$ cat src/ohb_pkg.sv
`default_nettype none

package ohb_pkg;

    ////////////////////////////////////////////////////////////////////////////
    // Bus geometry.
    localparam int NCH = 8;
    localparam int NREG = 16;
    localparam int DW = 8;
    localparam int AW = 8;
    localparam int IDX_LSB = 0;
    localparam int IDX_W = 4;
    localparam int CH_LSB = 4;
    localparam int CH_W = 3;
    localparam int GLB_BIT = 7;

    ////////////////////////////////////////////////////////////////////////////
    // Per-channel register indices.
    localparam logic [3:0] IDX_IER = 4'h1;
    localparam logic [3:0] IDX_MCR = 4'h4;
    localparam logic [3:0] IDX_MSR = 4'h6;
    localparam logic [3:0] IDX_FEATURE_CONTROL_REG = 4'h8;
    localparam logic [3:0] IDX_EFR = 4'h9;

    // Global register indices.
    localparam logic [3:0] GIDX_IRQ = 4'h0;
    localparam logic [3:0] GIDX_SCRATCH = 4'h1;

    ////////////////////////////////////////////////////////////////////////////
    // Field positions.
    localparam int MCR_DTR = 0;
    localparam int MCR_RTS = 1;
    localparam int MCR_SEL = 2;
    localparam int MCR_IR = 6;
    localparam int FEATURE_CONTROL_REG_HYST_LSB = 0;
    localparam int FEATURE_CONTROL_REG_RXINV = 4;
    localparam int FEATURE_CONTROL_REG_HDX = 5;
    localparam int EFR_ARTS = 6;
    localparam int EFR_ACTS = 7;
    localparam int IER_RTS_EV = 6;
    localparam int IER_CTS_EV = 7;

    ////////////////////////////////////////////////////////////////////////////
    // Reset values.
    localparam logic [7:0] REG_RST = 8'h00;
    localparam logic [7:0] DATA_RST = 8'h00;
    localparam logic PIN_HIGH = 1'b1;

    ////////////////////////////////////////////////////////////////////////////
    // Bus cycle states, Gray coded along idle, read or write, idle.
    typedef enum logic [1:0] {
        OHB_IDLE = 2'b00,
        OHB_READ = 2'b01,
        OHB_WRITE = 2'b10
    } ohb_state_t;

endpackage

`default_nettype wire

$ cat src/ohb_sync.sv
`timescale 1ns/1ps
`default_nettype none

module ohb_sync #(
    parameter int W = 1,
    parameter logic [W-1:0] RST = '0
) (
    input wire logic i_clk,
    input wire logic i_rst_b,
    input wire logic i_ce,
    input wire logic [W-1:0] i_async,
    output logic [W-1:0] o_sync
);

    logic [W-1:0] meta_q;
    logic [W-1:0] sync_q;

    // Only the second stage is visible; the first may be metastable.
    always_ff @(posedge i_clk or negedge i_rst_b) begin
        if (!i_rst_b) begin
            meta_q <= RST;
            sync_q <= RST;
        end else if (i_ce) begin
            meta_q <= i_async;
            sync_q <= meta_q;
        end
    end

    assign o_sync = sync_q;

endmodule

`default_nettype wire

$ cat src/ohb_chan.sv
`timescale 1ns/1ps
`default_nettype none

module ohb_chan (
    input wire logic i_clk,
    input wire logic i_rst_b,
    input wire logic i_ce,
    input wire logic [7:0] i_ier,
    input wire logic [7:0] i_mcr,
    input wire logic [7:0] i_feature_control_reg,
    input wire logic [7:0] i_efr,
    input wire logic i_serial_in,
    input wire logic i_clear_send_n,
    input wire logic i_set_ready_n,
    input wire logic i_carrier_detect_n,
    input wire logic i_ring_indicate_n,
    input wire logic i_tx_data,
    input wire logic i_tx_ir,
    input wire logic i_tx_busy,
    input wire logic i_rx_stop,
    input wire logic i_msr_clr,
    output logic o_serial_out,
    output logic o_request_send_n,
    output logic o_terminal_ready_n,
    output logic o_rx_line,
    output logic o_tx_allow,
    output logic o_flow_evt,
    output logic [7:0] o_msr
);
    import ohb_pkg::*;

    logic tx_q, rts_q, dtr_q, rx_q, allow_q, evt_q;
    logic [3:0] gp_q, delta_q;
    logic [3:0] gp_now;
    logic ir_mode, dsr_sel, gate_n, rts_d, dtr_d;

    assign ir_mode = i_mcr[MCR_IR];
    assign dsr_sel = i_mcr[MCR_SEL];
    assign gp_now = {~i_carrier_detect_n, ~i_ring_indicate_n, ~i_set_ready_n, ~i_clear_send_n};

    ////////////////////////////////////////////////////////////////////////////
    // Half-duplex takes priority over auto flow control, which overrides manual only while the manual bit is set.
    always_comb begin
        rts_d = ~i_mcr[MCR_RTS];
        dtr_d = ~i_mcr[MCR_DTR];
        if (i_feature_control_reg[FEATURE_CONTROL_REG_HDX]) begin
            if (dsr_sel) begin
                dtr_d = ~i_tx_busy;
            end else begin
                rts_d = ~i_tx_busy;
            end
        end else if (i_efr[EFR_ARTS]) begin
            if (dsr_sel && i_mcr[MCR_DTR]) begin
                dtr_d = i_rx_stop;
            end else if (!dsr_sel && i_mcr[MCR_RTS]) begin
                rts_d = i_rx_stop;
            end
        end
    end

    assign gate_n = dsr_sel ? i_set_ready_n : i_clear_send_n;

    always_ff @(posedge i_clk or negedge i_rst_b) begin
        if (!i_rst_b) begin
            tx_q <= PIN_HIGH;
            rts_q <= PIN_HIGH;
            dtr_q <= PIN_HIGH;
            rx_q <= PIN_HIGH;
            allow_q <= 1'b1;
        end else if (i_ce) begin
            tx_q <= ir_mode ? i_tx_ir : i_tx_data;
            rts_q <= rts_d;
            dtr_q <= dtr_d;
            // Idle line reads high in normal mode.
            rx_q <= (ir_mode && i_feature_control_reg[FEATURE_CONTROL_REG_RXINV]) ? ~i_serial_in : i_serial_in;
            allow_q <= ~i_efr[EFR_ACTS] | ~gate_n;
        end
    end

    ////////////////////////////////////////////////////////////////////////////
    // General purpose inputs with change flags; a change in the clearing cycle wins.
    always_ff @(posedge i_clk or negedge i_rst_b) begin
        if (!i_rst_b) begin
            gp_q <= 4'h0;
            delta_q <= 4'h0;
            evt_q <= 1'b0;
        end else if (i_ce) begin
            gp_q <= gp_now;
            delta_q <= ((i_msr_clr) ? 4'h0 : delta_q) | (gp_q ^ gp_now);
            evt_q <= (i_msr_clr ? 1'b0 : evt_q)
                | (i_ier[IER_RTS_EV] & (rts_q ^ rts_d))
                | (i_ier[IER_CTS_EV] & i_efr[EFR_ACTS] & (gp_q[0] ^ gp_now[0]));
        end
    end

    assign o_serial_out = tx_q;
    assign o_request_send_n = rts_q;
    assign o_terminal_ready_n = dtr_q;
    assign o_rx_line = rx_q;
    assign o_tx_allow = allow_q;
    assign o_flow_evt = evt_q;
    assign o_msr = {gp_q, delta_q};

endmodule

`default_nettype wire

$ cat src/ohb_host_port.sv
`timescale 1ns/1ps
`default_nettype none

// Notes on behaviour
// - Address bits 3:0 pick channel register.
// - Address bits 6:4 pick the channel.
// - Address bit 7 selects global registers.
// - Eight-bit two-way data bus.
// - Separate style: read strobe fall reads.
// - Separate style: write fall starts, rise latches.
// - Direction style: write pin high reads.
// - Direction style: chip select is strobe.
// - One shared open-drain interrupt output.
// - Receive input idles high.
// - Feature bit 4 inverts infrared receive.
// - Transmit pin carries normal or infrared.
// - Request-send: auto flow or half-duplex.
// - Terminal-ready: auto flow or half-duplex.
// - Clear-send gates transmit or general input.
// - Set-ready alternative gate or general input.
// - Carrier and ring readable as inputs.
// - All eight channels behave identically.

module ohb_host_port (
    input wire logic i_clk,
    input wire logic i_rst_b,
    input wire logic i_ce,
    input wire logic [ohb_pkg::AW-1:0] i_host_address_lines,
    input wire logic [ohb_pkg::DW-1:0] i_host_data_lines,
    output logic [ohb_pkg::DW-1:0] o_host_data_lines,
    output logic o_host_data_oe,
    input wire logic i_read_strobe_n,
    input wire logic i_write_strobe_n,
    input wire logic i_chip_select_n,
    input wire logic i_bus_style,
    output logic o_int_n_out,
    output logic o_int_n_oe,
    input wire logic [ohb_pkg::NCH-1:0] i_serial_in,
    input wire logic [ohb_pkg::NCH-1:0] i_clear_send_n,
    input wire logic [ohb_pkg::NCH-1:0] i_set_ready_n,
    input wire logic [ohb_pkg::NCH-1:0] i_carrier_detect_n,
    input wire logic [ohb_pkg::NCH-1:0] i_ring_indicate_n,
    input wire logic [ohb_pkg::NCH-1:0] i_tx_data,
    input wire logic [ohb_pkg::NCH-1:0] i_tx_ir,
    input wire logic [ohb_pkg::NCH-1:0] i_tx_busy,
    input wire logic [ohb_pkg::NCH-1:0] i_rx_stop,
    input wire logic [ohb_pkg::NCH-1:0] i_chan_irq,
    output logic [ohb_pkg::NCH-1:0] o_serial_out,
    output logic [ohb_pkg::NCH-1:0] o_request_send_n,
    output logic [ohb_pkg::NCH-1:0] o_terminal_ready_n,
    output logic [ohb_pkg::NCH-1:0] o_rx_line,
    output logic [ohb_pkg::NCH-1:0] o_tx_allow
);
    import ohb_pkg::*;

    ////////////////////////////////////////////////////////////////////////////
    // Address field decoding shared by the read and write paths.
    function automatic logic [IDX_W-1:0] reg_idx(input logic [AW-1:0] a);
        reg_idx = a[IDX_LSB +: IDX_W];
    endfunction

    function automatic logic [CH_W-1:0] chan_num(input logic [AW-1:0] a);
        chan_num = a[CH_LSB +: CH_W];
    endfunction

    function automatic logic is_global(input logic [AW-1:0] a);
        is_global = a[GLB_BIT];
    endfunction

    ////////////////////////////////////////////////////////////////////////////
    // Pin synchronisers.
    logic [AW-1:0] addr_s;
    logic [DW-1:0] data_s;
    logic rd_s;
    logic wr_s;
    logic cs_s;
    logic style_s;
    logic [NCH-1:0] rx_s;
    logic [NCH-1:0] cts_s;
    logic [NCH-1:0] dsr_s;
    logic [NCH-1:0] cd_s;
    logic [NCH-1:0] ri_s;

    ohb_sync #(.W(AW), .RST('0)) u_sync_addr (
        .i_clk(i_clk),
        .i_rst_b(i_rst_b),
        .i_ce(i_ce),
        .i_async(i_host_address_lines),
        .o_sync(addr_s)
    );

    ohb_sync #(.W(DW), .RST('0)) u_sync_data (
        .i_clk(i_clk),
        .i_rst_b(i_rst_b),
        .i_ce(i_ce),
        .i_async(i_host_data_lines),
        .o_sync(data_s)
    );

    // Strobes reset to their inactive level so release never looks like an edge.
    ohb_sync #(.W(4), .RST(4'hF)) u_sync_ctl (
        .i_clk(i_clk),
        .i_rst_b(i_rst_b),
        .i_ce(i_ce),
        .i_async({i_read_strobe_n, i_write_strobe_n, i_chip_select_n, i_bus_style}),
        .o_sync({rd_s, wr_s, cs_s, style_s})
    );

    ohb_sync #(.W(5 * NCH), .RST('1)) u_sync_pins (
        .i_clk(i_clk),
        .i_rst_b(i_rst_b),
        .i_ce(i_ce),
        .i_async({i_serial_in, i_clear_send_n, i_set_ready_n, i_carrier_detect_n,
                  i_ring_indicate_n}),
        .o_sync({rx_s, cts_s, dsr_s, cd_s, ri_s})
    );

    ////////////////////////////////////////////////////////////////////////////
    // Edge detection on the synchronised strobes.
    logic rd_prev_q;
    logic wr_prev_q;
    logic cs_prev_q;

    always_ff @(posedge i_clk or negedge i_rst_b) begin
        if (!i_rst_b) begin
            rd_prev_q <= 1'b1;
            wr_prev_q <= 1'b1;
            cs_prev_q <= 1'b1;
        end else if (i_ce) begin
            rd_prev_q <= rd_s;
            wr_prev_q <= wr_s;
            cs_prev_q <= cs_s;
        end
    end

    logic sep_style;
    logic rd_start;
    logic wr_start;
    logic strobe_rise;
    logic cs_fall;

    assign sep_style = style_s;
    assign cs_fall = cs_prev_q & ~cs_s;
    // Read strobe is ignored in direction style, so a host that ties it high is harmless.
    assign rd_start = sep_style ? (rd_prev_q & ~rd_s & ~cs_s)
                                : (cs_fall & wr_s);
    assign wr_start = sep_style ? (wr_prev_q & ~wr_s & ~cs_s)
                                : (cs_fall & ~wr_s);
    assign strobe_rise = sep_style ? (~wr_prev_q & wr_s)
                                   : (~cs_prev_q & cs_s);

    ////////////////////////////////////////////////////////////////////////////
    // Bus cycle sequencer.
    ohb_state_t state_q;
    logic [AW-1:0] cyc_addr_q;
    logic rd_end;

    // Dropping either qualifier ends a separate-style read, and chip select alone ends a direction-style one, so the bus is never left driven.
    assign rd_end = sep_style ? (rd_s | cs_s) : cs_s;

    always_ff @(posedge i_clk or negedge i_rst_b) begin
        if (!i_rst_b) begin
            state_q <= OHB_IDLE;
            cyc_addr_q <= '0;
        end else if (i_ce) begin
            unique case (state_q)
                OHB_IDLE: begin
                    if (rd_start) begin
                        state_q <= OHB_READ;
                        cyc_addr_q <= addr_s;
                    end else if (wr_start) begin
                        state_q <= OHB_WRITE;
                        cyc_addr_q <= addr_s;
                    end
                end
                OHB_READ: begin
                    if (rd_end) begin
                        state_q <= OHB_IDLE;
                    end
                end
                OHB_WRITE: begin
                    if (strobe_rise) begin
                        state_q <= OHB_IDLE;
                    end
                end
                default: begin
                    state_q <= OHB_IDLE;
                end
            endcase
        end
    end

    logic wr_commit;
    logic rd_take;

    assign wr_commit = (state_q == OHB_WRITE) && strobe_rise;
    assign rd_take = (state_q == OHB_IDLE) && rd_start;

    ////////////////////////////////////////////////////////////////////////////
    // Register storage: one set of sixteen bytes per channel, plus the global scratch byte.
    logic [DW-1:0] regs_q [NCH][NREG];
    logic [DW-1:0] scratch_q;
    logic [IDX_W-1:0] w_idx;
    logic [CH_W-1:0] w_ch;
    logic chan_wr;
    logic glb_wr;

    assign w_idx = reg_idx(cyc_addr_q);
    assign w_ch = chan_num(cyc_addr_q);
    // The status byte is built from live pins, so a host write to it is dropped.
    assign chan_wr = wr_commit && !is_global(cyc_addr_q) && w_idx != IDX_MSR;
    assign glb_wr = wr_commit && is_global(cyc_addr_q) && w_idx == GIDX_SCRATCH;

    always_ff @(posedge i_clk or negedge i_rst_b) begin
        if (!i_rst_b) begin
            for (int c = 0; c < NCH; c++) begin
                for (int r = 0; r < NREG; r++) begin
                    regs_q[c][r] <= REG_RST;
                end
            end
        end else if (i_ce && chan_wr) begin
            regs_q[w_ch][w_idx] <= data_s;
        end
    end

    always_ff @(posedge i_clk or negedge i_rst_b) begin
        if (!i_rst_b) begin
            scratch_q <= REG_RST;
        end else if (i_ce && glb_wr) begin
            scratch_q <= data_s;
        end
    end

    ////////////////////////////////////////////////////////////////////////////
    // Channels.
    logic [7:0] modem_status_reg [NCH];
    logic [NCH-1:0] flow_evt;
    logic [NCH-1:0] msr_clr;
    logic [NCH-1:0] irq_pend;

    genvar g;
    generate
        for (g = 0; g < NCH; g++) begin : g_chan
            // Reading the status register of a channel clears its change flags.
            assign msr_clr[g] = rd_take && !is_global(addr_s)
                && chan_num(addr_s) == CH_W'(g) && reg_idx(addr_s) == IDX_MSR;
            assign irq_pend[g] = (i_chan_irq[g] & (regs_q[g][IDX_IER][3:0] != 4'h0))
                | flow_evt[g];

            ohb_chan u_chan (
                .i_clk(i_clk),
                .i_rst_b(i_rst_b),
                .i_ce(i_ce),
                .i_ier(regs_q[g][IDX_IER]),
                .i_mcr(regs_q[g][IDX_MCR]),
                .i_feature_control_reg(regs_q[g][IDX_FEATURE_CONTROL_REG]),
                .i_efr(regs_q[g][IDX_EFR]),
                .i_serial_in(rx_s[g]),
                .i_clear_send_n(cts_s[g]),
                .i_set_ready_n(dsr_s[g]),
                .i_carrier_detect_n(cd_s[g]),
                .i_ring_indicate_n(ri_s[g]),
                .i_tx_data(i_tx_data[g]),
                .i_tx_ir(i_tx_ir[g]),
                .i_tx_busy(i_tx_busy[g]),
                .i_rx_stop(i_rx_stop[g]),
                .i_msr_clr(msr_clr[g]),
                .o_serial_out(o_serial_out[g]),
                .o_request_send_n(o_request_send_n[g]),
                .o_terminal_ready_n(o_terminal_ready_n[g]),
                .o_rx_line(o_rx_line[g]),
                .o_tx_allow(o_tx_allow[g]),
                .o_flow_evt(flow_evt[g]),
                .o_msr(modem_status_reg[g])
            );
        end
    endgenerate

    ////////////////////////////////////////////////////////////////////////////
    // Read data path; the byte is captured once at the start of the cycle.
    logic [DW-1:0] rdata;
    logic [DW-1:0] rdata_q;
    logic oe_q;

    always_comb begin
        rdata = DATA_RST;
        if (is_global(addr_s)) begin
            unique case (reg_idx(addr_s))
                GIDX_IRQ: rdata = irq_pend;
                GIDX_SCRATCH: rdata = scratch_q;
                default: rdata = DATA_RST;
            endcase
        end else if (reg_idx(addr_s) == IDX_MSR) begin
            rdata = modem_status_reg[chan_num(addr_s)];
        end else begin
            rdata = regs_q[chan_num(addr_s)][reg_idx(addr_s)];
        end
    end

    always_ff @(posedge i_clk or negedge i_rst_b) begin
        if (!i_rst_b) begin
            rdata_q <= DATA_RST;
        end else if (i_ce && rd_take) begin
            rdata_q <= rdata;
        end
    end

    // The bus stays released except between read start and strobe release.
    always_ff @(posedge i_clk or negedge i_rst_b) begin
        if (!i_rst_b) begin
            oe_q <= 1'b0;
        end else if (i_ce) begin
            oe_q <= rd_take | ((state_q == OHB_READ) & ~rd_end);
        end
    end

    ////////////////////////////////////////////////////////////////////////////
    // Shared interrupt: the pin is only ever pulled low, never driven high.
    logic int_oe_q;
    logic int_lvl_q;

    always_ff @(posedge i_clk or negedge i_rst_b) begin
        if (!i_rst_b) begin
            int_oe_q <= 1'b0;
            int_lvl_q <= 1'b0;
        end else if (i_ce) begin
            int_oe_q <= |irq_pend;
            int_lvl_q <= 1'b0;
        end
    end

    assign o_host_data_lines = rdata_q;
    assign o_host_data_oe = oe_q;
    assign o_int_n_out = int_lvl_q;
    assign o_int_n_oe = int_oe_q;

endmodule

`default_nettype wire

$ cat config.mk
export PLATFORM = sky130hd
export DESIGN_NAME = ohb_host_port
export DESIGN_NICKNAME = d
export VERILOG_FILES = /design/src/ohb_pkg.sv /design/src/ohb_sync.sv /design/src/ohb_chan.sv /design/src/ohb_host_port.sv
export SDC_FILE = /design/constraint.sdc
export NUM_CORES = 2
export LEC_CHECK = 0
export BUFFER_PORTS_ARGS = -buffer_cell sky130_fd_sc_hd__buf_2
export CAP_MARGIN = 20
export CORE_ASPECT_RATIO = 0.8
export CORE_MARGIN = 4
export CORE_UTILIZATION = 45
export CTS_CLUSTER_DIAMETER = 150
export CTS_CLUSTER_SIZE = 30
export DETAILED_ROUTE_END_ITERATION = 6
export MAX_ROUTING_LAYER = met4
export SLEW_MARGIN = 30
export SYNTH_ARGS = -nofsm -noshare
export SYNTH_HDL_FRONTEND = slang
export SYNTH_HIERARCHICAL = 1
export SYNTH_SLANG_ARGS = --single-unit
$ cat constraint.sdc
create_clock -name i_clk -period 3.1 [get_ports i_clk]
set_input_delay 0.31 -clock i_clk [delete_from_list [all_inputs] [get_ports i_clk]]
set_output_delay 0.31 -clock i_clk [all_outputs]
set_load 0.05 [all_outputs]
### After elaboration in Yosys (flattened, before gate mapping)

Index checks and enable logic that the tools add are counted.
Widths: inputs -> output; s select.

| cells by class | value |
|---|---|
| shift-type cells | 0 |
| multiply operators | 0 |
| bitwise operators | 198 |
| add/sub/neg operators | 0 |
| order comparisons | 6 |
| divide/modulo/power cells | 0 |
| eq/ne operators | 16 |
| multiplexer cells | 140 |
| reduce and logical (&&, ||, !) cells | 77 |

Operators by type and width:

| cell | count |
|---|---|
| $bwmux 1024 | 1 |
| $bmux 128 s3 | 1 |
| $demux 128 s3 | 1 |
| $mux 128 | 3 |
| $mux 1 | 108 |
| $not 1->1 | 86 |
| $mux 8 | 9 |
| $logic_and 1x1->1 | 52 |
| $and 1x1->1 | 42 |
| $or 1x1->1 | 34 |
| $bmux 8 s4 | 1 |
| $demux 8 s4 | 1 |
| $mux 4 | 8 |
| $or 4x4->4 | 8 |
| $reduce_bool 4->1 | 8 |
| $xor 4x4->4 | 8 |
| $bmux 8 s3 | 1 |
| $pmux 8 s2 | 1 |
| $xor 1x1->1 | 16 |
| $eq 3x3->1 const B | 4 |
| $ge 5x5->1 const B | 2 |
| $logic_not 1->1 | 10 |
| $not 4->5 | 2 |
| $eq 4x1->1 const B | 2 |
| other kinds (21) | 28 |

| storage, ports and cells | value |
|---|---|
| register bits after elaboration | 1287 |
| latch bits | 0 |
| logic and storage cells | 646 |
| input port bits | 103 |
| memory bits (writable) | 0 |
| memory bits (read-only) | 0 |
| memories kept | 0 |
| output and inout bits | 51 |

### Depth between registers and ports, before layout

| logic depth | value |
|---|---|
| depth after elaboration | 11 |
| depth in mapped cells | 11 |
| mapped depth without buffers | 9 |

### Hierarchy

Netlist, hierarchy kept.

By module, submodules not included:

| module | instances | area each (um2) | seq. area each (um2) | cells an instance |
|---|---|---|---|---|
| ohb_host_port | 1 | 47993.5 | 25903.6 | 3129 |
| ohb_chan | 8 | 660.6 | 356.6 | 67 |
| ohb_sync at u_sync_pins | 1 | 3474.6 | 2102.0 | 169 |
| ohb_sync at u_sync_addr ... | 2 | 649.4 | 400.4 | 34 |
| ohb_sync at u_sync_ctl | 1 | 341.6 | 210.2 | 17 |

### Least setup slack after synthesis

No wires, ideal clock.

| timing | value |
|---|---|
| kind | flip-flop to flip-flop |
| start point | register u_sync_addr.sync_q[4], in the netlist u_sync_addr/o_sync[4] |
| end point | register rdata_q[3], in the netlist o_host_data_lines[3] |
| required time | 2.958 ns |
| arrival | 2.416 ns |
| path buffers | 4 |
| clock period less this slack | 2.558 ns |
| setup time | 0.142 ns |
| cell stages (with the launch flop) | 10 |
| slack | 0.542 ns |
| cells stage by stage | dfrtp_1 > buf_4 > buf_4 > buf_4 > buf_2 > mux4_2 > a22oi_1 > a21oi_1 > o311ai_0 > o211ai_1 |

| on the way | value |
|---|---|
| longest elaborated chain between the ends | 9 |
| elaborated cells between the ends (all ways) | 12 |
| those cells by class | mux (11); bitwise (1) |

RTL lines:

| what | RTL line | RTL |
|---|---|---|
| start: declaration | ohb_sync.sv:16 | `logic [W-1:0] sync_q;` |
| start signal: assignment | ohb_sync.sv:25 | `sync_q <= meta_q;` |
| $not 3->4 (not written as such) * | ohb_host_port.sv:294, ohb_host_port.sv:296 |  |
| $bmux 128 s3 | ohb_host_port.sv:296 | `rdata = regs_q[chan_num(addr_s)][reg_idx(addr_s)];` |
| $mux 128 (not written as such) (2 in a row) | ohb_host_port.sv:296 |  |
| $bmux 8 s4 | ohb_host_port.sv:296 |  |
| $mux 8 (not written as such) (2 in a row) | ohb_host_port.sv:296 |  |
| $mux 8 * | ohb_host_port.sv:293 | `end else if (reg_idx(addr_s) == IDX_MSR) begin` |
| $mux 8 * | ohb_host_port.sv:287 | `if (is_global(addr_s)) begin` |
| end signal: assignment | ohb_host_port.sv:304 | `rdata_q <= rdata;` |
| end: declaration | ohb_host_port.sv:282 | `logic [DW-1:0] rdata_q;` |

Every way passes the cells marked *; elsewhere a longest branch is shown, timed or not. The select of a mux whose other input is x is not followed.
A chain may end at the register's enable or synchronous reset.

### Worst setup path after layout

| timing | value |
|---|---|
| start point | register u_sync_addr.sync_q[4], in the netlist u_sync_addr/o_sync[4] |
| end point | register rdata_q[1], in the netlist o_host_data_lines[1] |

Same word-level chain as after synthesis.

==> impl_results.md <==
* Most common flop cell mapped by yosys: dfrtp_1
* Fin crit share at 0.9860
* Mapped Cells at 3919
* Sequential power share at 0.560
* Max FO, Critical Path at 16
* Required time worst endpoint at between 3000 and 4000 ps
* # Max-Cap Violations at 0
* Starting density of the core at 0.4559
* Die H at between 300 and 400 um
* Core Rows at 117
* Total congestion overflow at 0
* Period minus WS final at 3057 ps
* Clock Tree Buf Depth at 3
* Clock power frac at 0.250
* Port-buffer cells at 152
* Placed instance count at 5741
* Setup Total Neg Slack at 0 ps
* Setup Skew at 51.11 ps
* Seq cells post-synth at 1267
* Cell Chain, Critical Path: buf_12, buf_12, mux4_2, mux4_2, a2111oi_1, buf_4, or3b_2, a21oi_1
* Library cells used by synthesis at 76
* P_sw at 0.01015 W
* Sequential area share after synthesis at 0.5458
* H-tree levels at 2
* Combinational power share at 0.190
* Pre-antenna DRT Iters at 5
* DIE WIDTH at 410.7 um
* Worst Hold Class: in2reg
* I/O pins at between 150 and 200
* Status: finished, final reports clean
* Final Hold Fails at 0
* Max Slew Vio Count at 0
* Synth area leaders: dfrtp_1, mux2_2, mux4_2
* Initial DRC count at around 3300
* Clock sink count at roughly 1300
* Initial antenna violation count at 5
* CTS tree: yes
* Die area at 0.1356 sq mm
* CP Capture Type: flop
* Residual DRC at 0
* CTS clk-pin slew, worst paths at roughly 130 ps
* Slowest-stage cell, CP: a2111oi_1
* CP startpoint kind: flop
* Gpl congestion at 0.9239
* Netlist Area Pre-Place at between 0.05 and 0.06 sq mm
* Routed WL at 163500 um
* Final setup fails at 0
* Overall Global Routing Usage at 0.2490
* Final #Nets at 4254
* CTS Buf Count at 48
* Peak Freq at 327.2 MHz
* Wire per inst at 27.69 um
* Vias in the first global route at 34900
* First-pass GRT wire length at about 250000 um
* Cell Pwr Density at 509.0 mW/mm^2
* Clock root buffer: clkbuf_16
* Int Pwr at around 0.023 W
* Post-synth top area share at 0.4868
* RSZ-0062 raised after global routing: false
* Routed via count at roughly 35000
* Layout cells sized above 1 at 0.5180
* Slew margin rel. at 0.3749
* Core area at 0.1281 sq mm
* Drt via density at 5.918
* Largest net degree at the start of global routing at 130
* Finished Layout Cells at 5904
* Avg Cell Area, Syn at 14.90 sq um
* Syn_nets at 4022
* Worst Path Arrival at between 3000 and 4000 ps
* Detail Route Antenna Nets at 0
* Final Util at 0.5060
* Async S/R FF share, synth at 1.000
* CP peak stage delay at 640 ps
* Slew @ Worst Pin at between 900 and 1000 ps
* Worst VDD drop at 0.0003502 V
* YS warnings at 6
* Leakage at 30.64 nW
* Cell taking the most area after synthesis: dfrtp_1
* Fillers at 10880
* Crit path kind: reg2reg
* Later-pin clock latency in the skew report at about 700 ps
* Switch share at 0.3078
* Post-synth EDFFs at 0
* Post-detail-place hpwl at 113700 um
* Area grow syn2layout at 11.00%
-- Yosys cell counts, types with 5 or more instances --
| cell type | n |
|---|---|
| o211ai_1 | 18 |
| a211oi_1 | 9 |
| dfstp_2 | 131 |
| nor2b_1 | 6 |
| mux2i_1 | 45 |
| o22ai_1 | 5 |
| nor2_2 | 26 |
| mux2_2 | 1004 |
| buf_2 | 49 |
| nor2_4 | 7 |
| and3_1 | 6 |
| xor2_1 | 40 |
| nand3b_1 | 7 |
| mux4_2 | 275 |
| nand3_1 | 34 |
| o221ai_1 | 15 |
| buf_4 | 22 |
| nand2_2 | 96 |
| dfrtp_1 | 1136 |
| o21ai_0 | 66 |
| nor2_1 | 58 |
| nor3_1 | 9 |
| nand2b_1 | 10 |
| mux2_4 | 108 |
| buf_6 | 9 |
| and2_2 | 8 |
| a221oi_1 | 8 |
| a211oi_2 | 9 |
| clkbuf_1 | 196 |
| nand4b_1 | 8 |
| inv_1 | 35 |
| a31oi_1 | 22 |
| a32oi_1 | 6 |
| buf_1 | 16 |
| a21oi_1 | 60 |
| mux2_1 | 12 |
| a22oi_1 | 22 |
| o21ai_1 | 25 |
| and3b_1 | 14 |
| or3b_2 | 7 |
| nand2_1 | 188 |
| buf_12 | 10 |
| or4_1 | 6 |
| a21oi_2 | 8 |
-- through the flow --
stage | power [W] | hold slack (ps) | setup slack [ps] | instance area, sq um
3_3_place_gp | 0.02488 | 259.8 | -77.85 | 62530
3_5_place_dp | 0.02495 | 260.6 | -64.62 | 62580
5_1_grt | 0.03431 | 64.57 | 34.37 | 64820
4_1_cts | 0.03325 | 22.81 | 27.01 | 64780
6_report | 0.03299 | 52.62 | 43.36 | 64820
2_1_floorplan | 0.02190 | 14.41 | 542.1 | 58390
-- placed cells by master, fill, tap and decap left out, types with 40 or more instances in the layout --
cell type and instances:
nand2_2 96, mux2_2 1004, dfrtp_1 1124, mux4_2 275, a21oi_1 59, clkbuf_16 49, buf_2 150, mux2_4 108
dfstp_2 131, dlygate4sd3_1 83, buf_12 65, o21ai_0 66, nor2_1 57, buf_4 184, nand2_1 188, mux2i_1 45
xor2_1 40
-- metal layers --
layer / wire length, um / track usage / up-vias
met4: 2730 / 0.04007 / 0
met5: 0 / - / -
met2: 70860 / 0.3507 / 955
met3: 10270 / 0.03365 / 148
met1: 79600 / 0.3903 / 19010
li1: - / - / 14830
-- what timing repair did --
action | CTS | global route
pin swaps | 0 | 0
setup buffers | 0 | 2
hold buffers | 83 | 0
gates resized for setup | 2 | 2
endpoints found under the hold margin | 242 | 0
setup endpoints to repair | 2 | 3
-- power by group through the flow --
stage	clock (W)	combinational [W]	sequential (W)
2_1_floorplan	0	0.00345	0.0184
3_3_place_gp	0	0.00603	0.0188
3_5_place_dp	0	0.00615	0.0188
4_1_cts	0.00851	0.00625	0.0185
5_1_grt	0.00908	0.00663	0.0186
6_report	0.00823	0.00627	0.0185
-- registers in the layout, summed over array words and instances, names as in the netlist, 2 cells and up --
signal,flops
g_chan.u_chan/o_rx_line,8
u_sync_pins/meta_q,40
g_chan.u_chan/o_flow_evt,8
state_q,2
g_chan.u_chan/o_serial_out,8
u_sync_ctl/o_sync,4
regs_q,1004
g_chan.u_chan/gp_q,32
g_chan.u_chan/delta_q,32
u_sync_ctl/meta_q,4
g_chan.u_chan/o_request_send_n,8
cyc_addr_q,8
g_chan.u_chan/o_terminal_ready_n,8
u_sync_pins/o_sync,40
u_sync_data/meta_q,8
u_sync_addr/meta_q,8
u_sync_addr/o_sync,8
u_sync_data/o_sync,8
o_host_data_lines,8
scratch_q,8
g_chan.u_chan/o_tx_allow,8
-- worst max-delay path, delay by kind of cell (launching register included) --
| kind | cells | cell delay, ps |
|---|---|---|
| and+or+nand+nor | 1 | 140 |
| muxes | 2 | 1090 |
| buffers and inverters | 3 | 580 |
| AOI/OAI and AO/OA | 2 | 710 |
| DFF | 1 | 450 |
-- final timing paths --
path	start	end	slack, ps	cells after the start
worst max-delay path	u_sync_addr/o_sync[4]	o_host_data_lines[1]	40	8
worst min-delay path	i_tx_busy[4]	g_chan[4].u_chan/o_terminal_ready_n	50	4
worst max register to register	u_sync_addr/o_sync[4]	o_host_data_lines[1]	40	8
worst min register to register	regs_q[200]	regs_q[200]	380	0
max in group asynchronous	i_rst_b	u_sync_addr/o_sync[4]	1800	3
min in group asynchronous	i_rst_b	regs_q[471]	160	2
-- layout make-up --
class	count	area [sq um]	share of cell area
diodes	1	2.502	0.00003861
clock buffers	74	1320	0.02037
clock inverters	3	47.55	0.0007335
inverters	36	136.4	0.002104
multi-input cells	2314	24940	0.3847
flip-flops and latches	1267	31910	0.4923
well taps	1725	2158	0.03330
repair buffers	484	4307	0.06644
-- kinds of logic after synthesis --
group | share of synthesized area
xor+xnor | 0.006000
buf+inv | 0.02813
other cells | 0.00006422
mux | 0.3375
simple gates | 0.04729
compound gates | 0.03527
flops | 0.5458
Note: power is estimated with default switching activity, not from simulation.
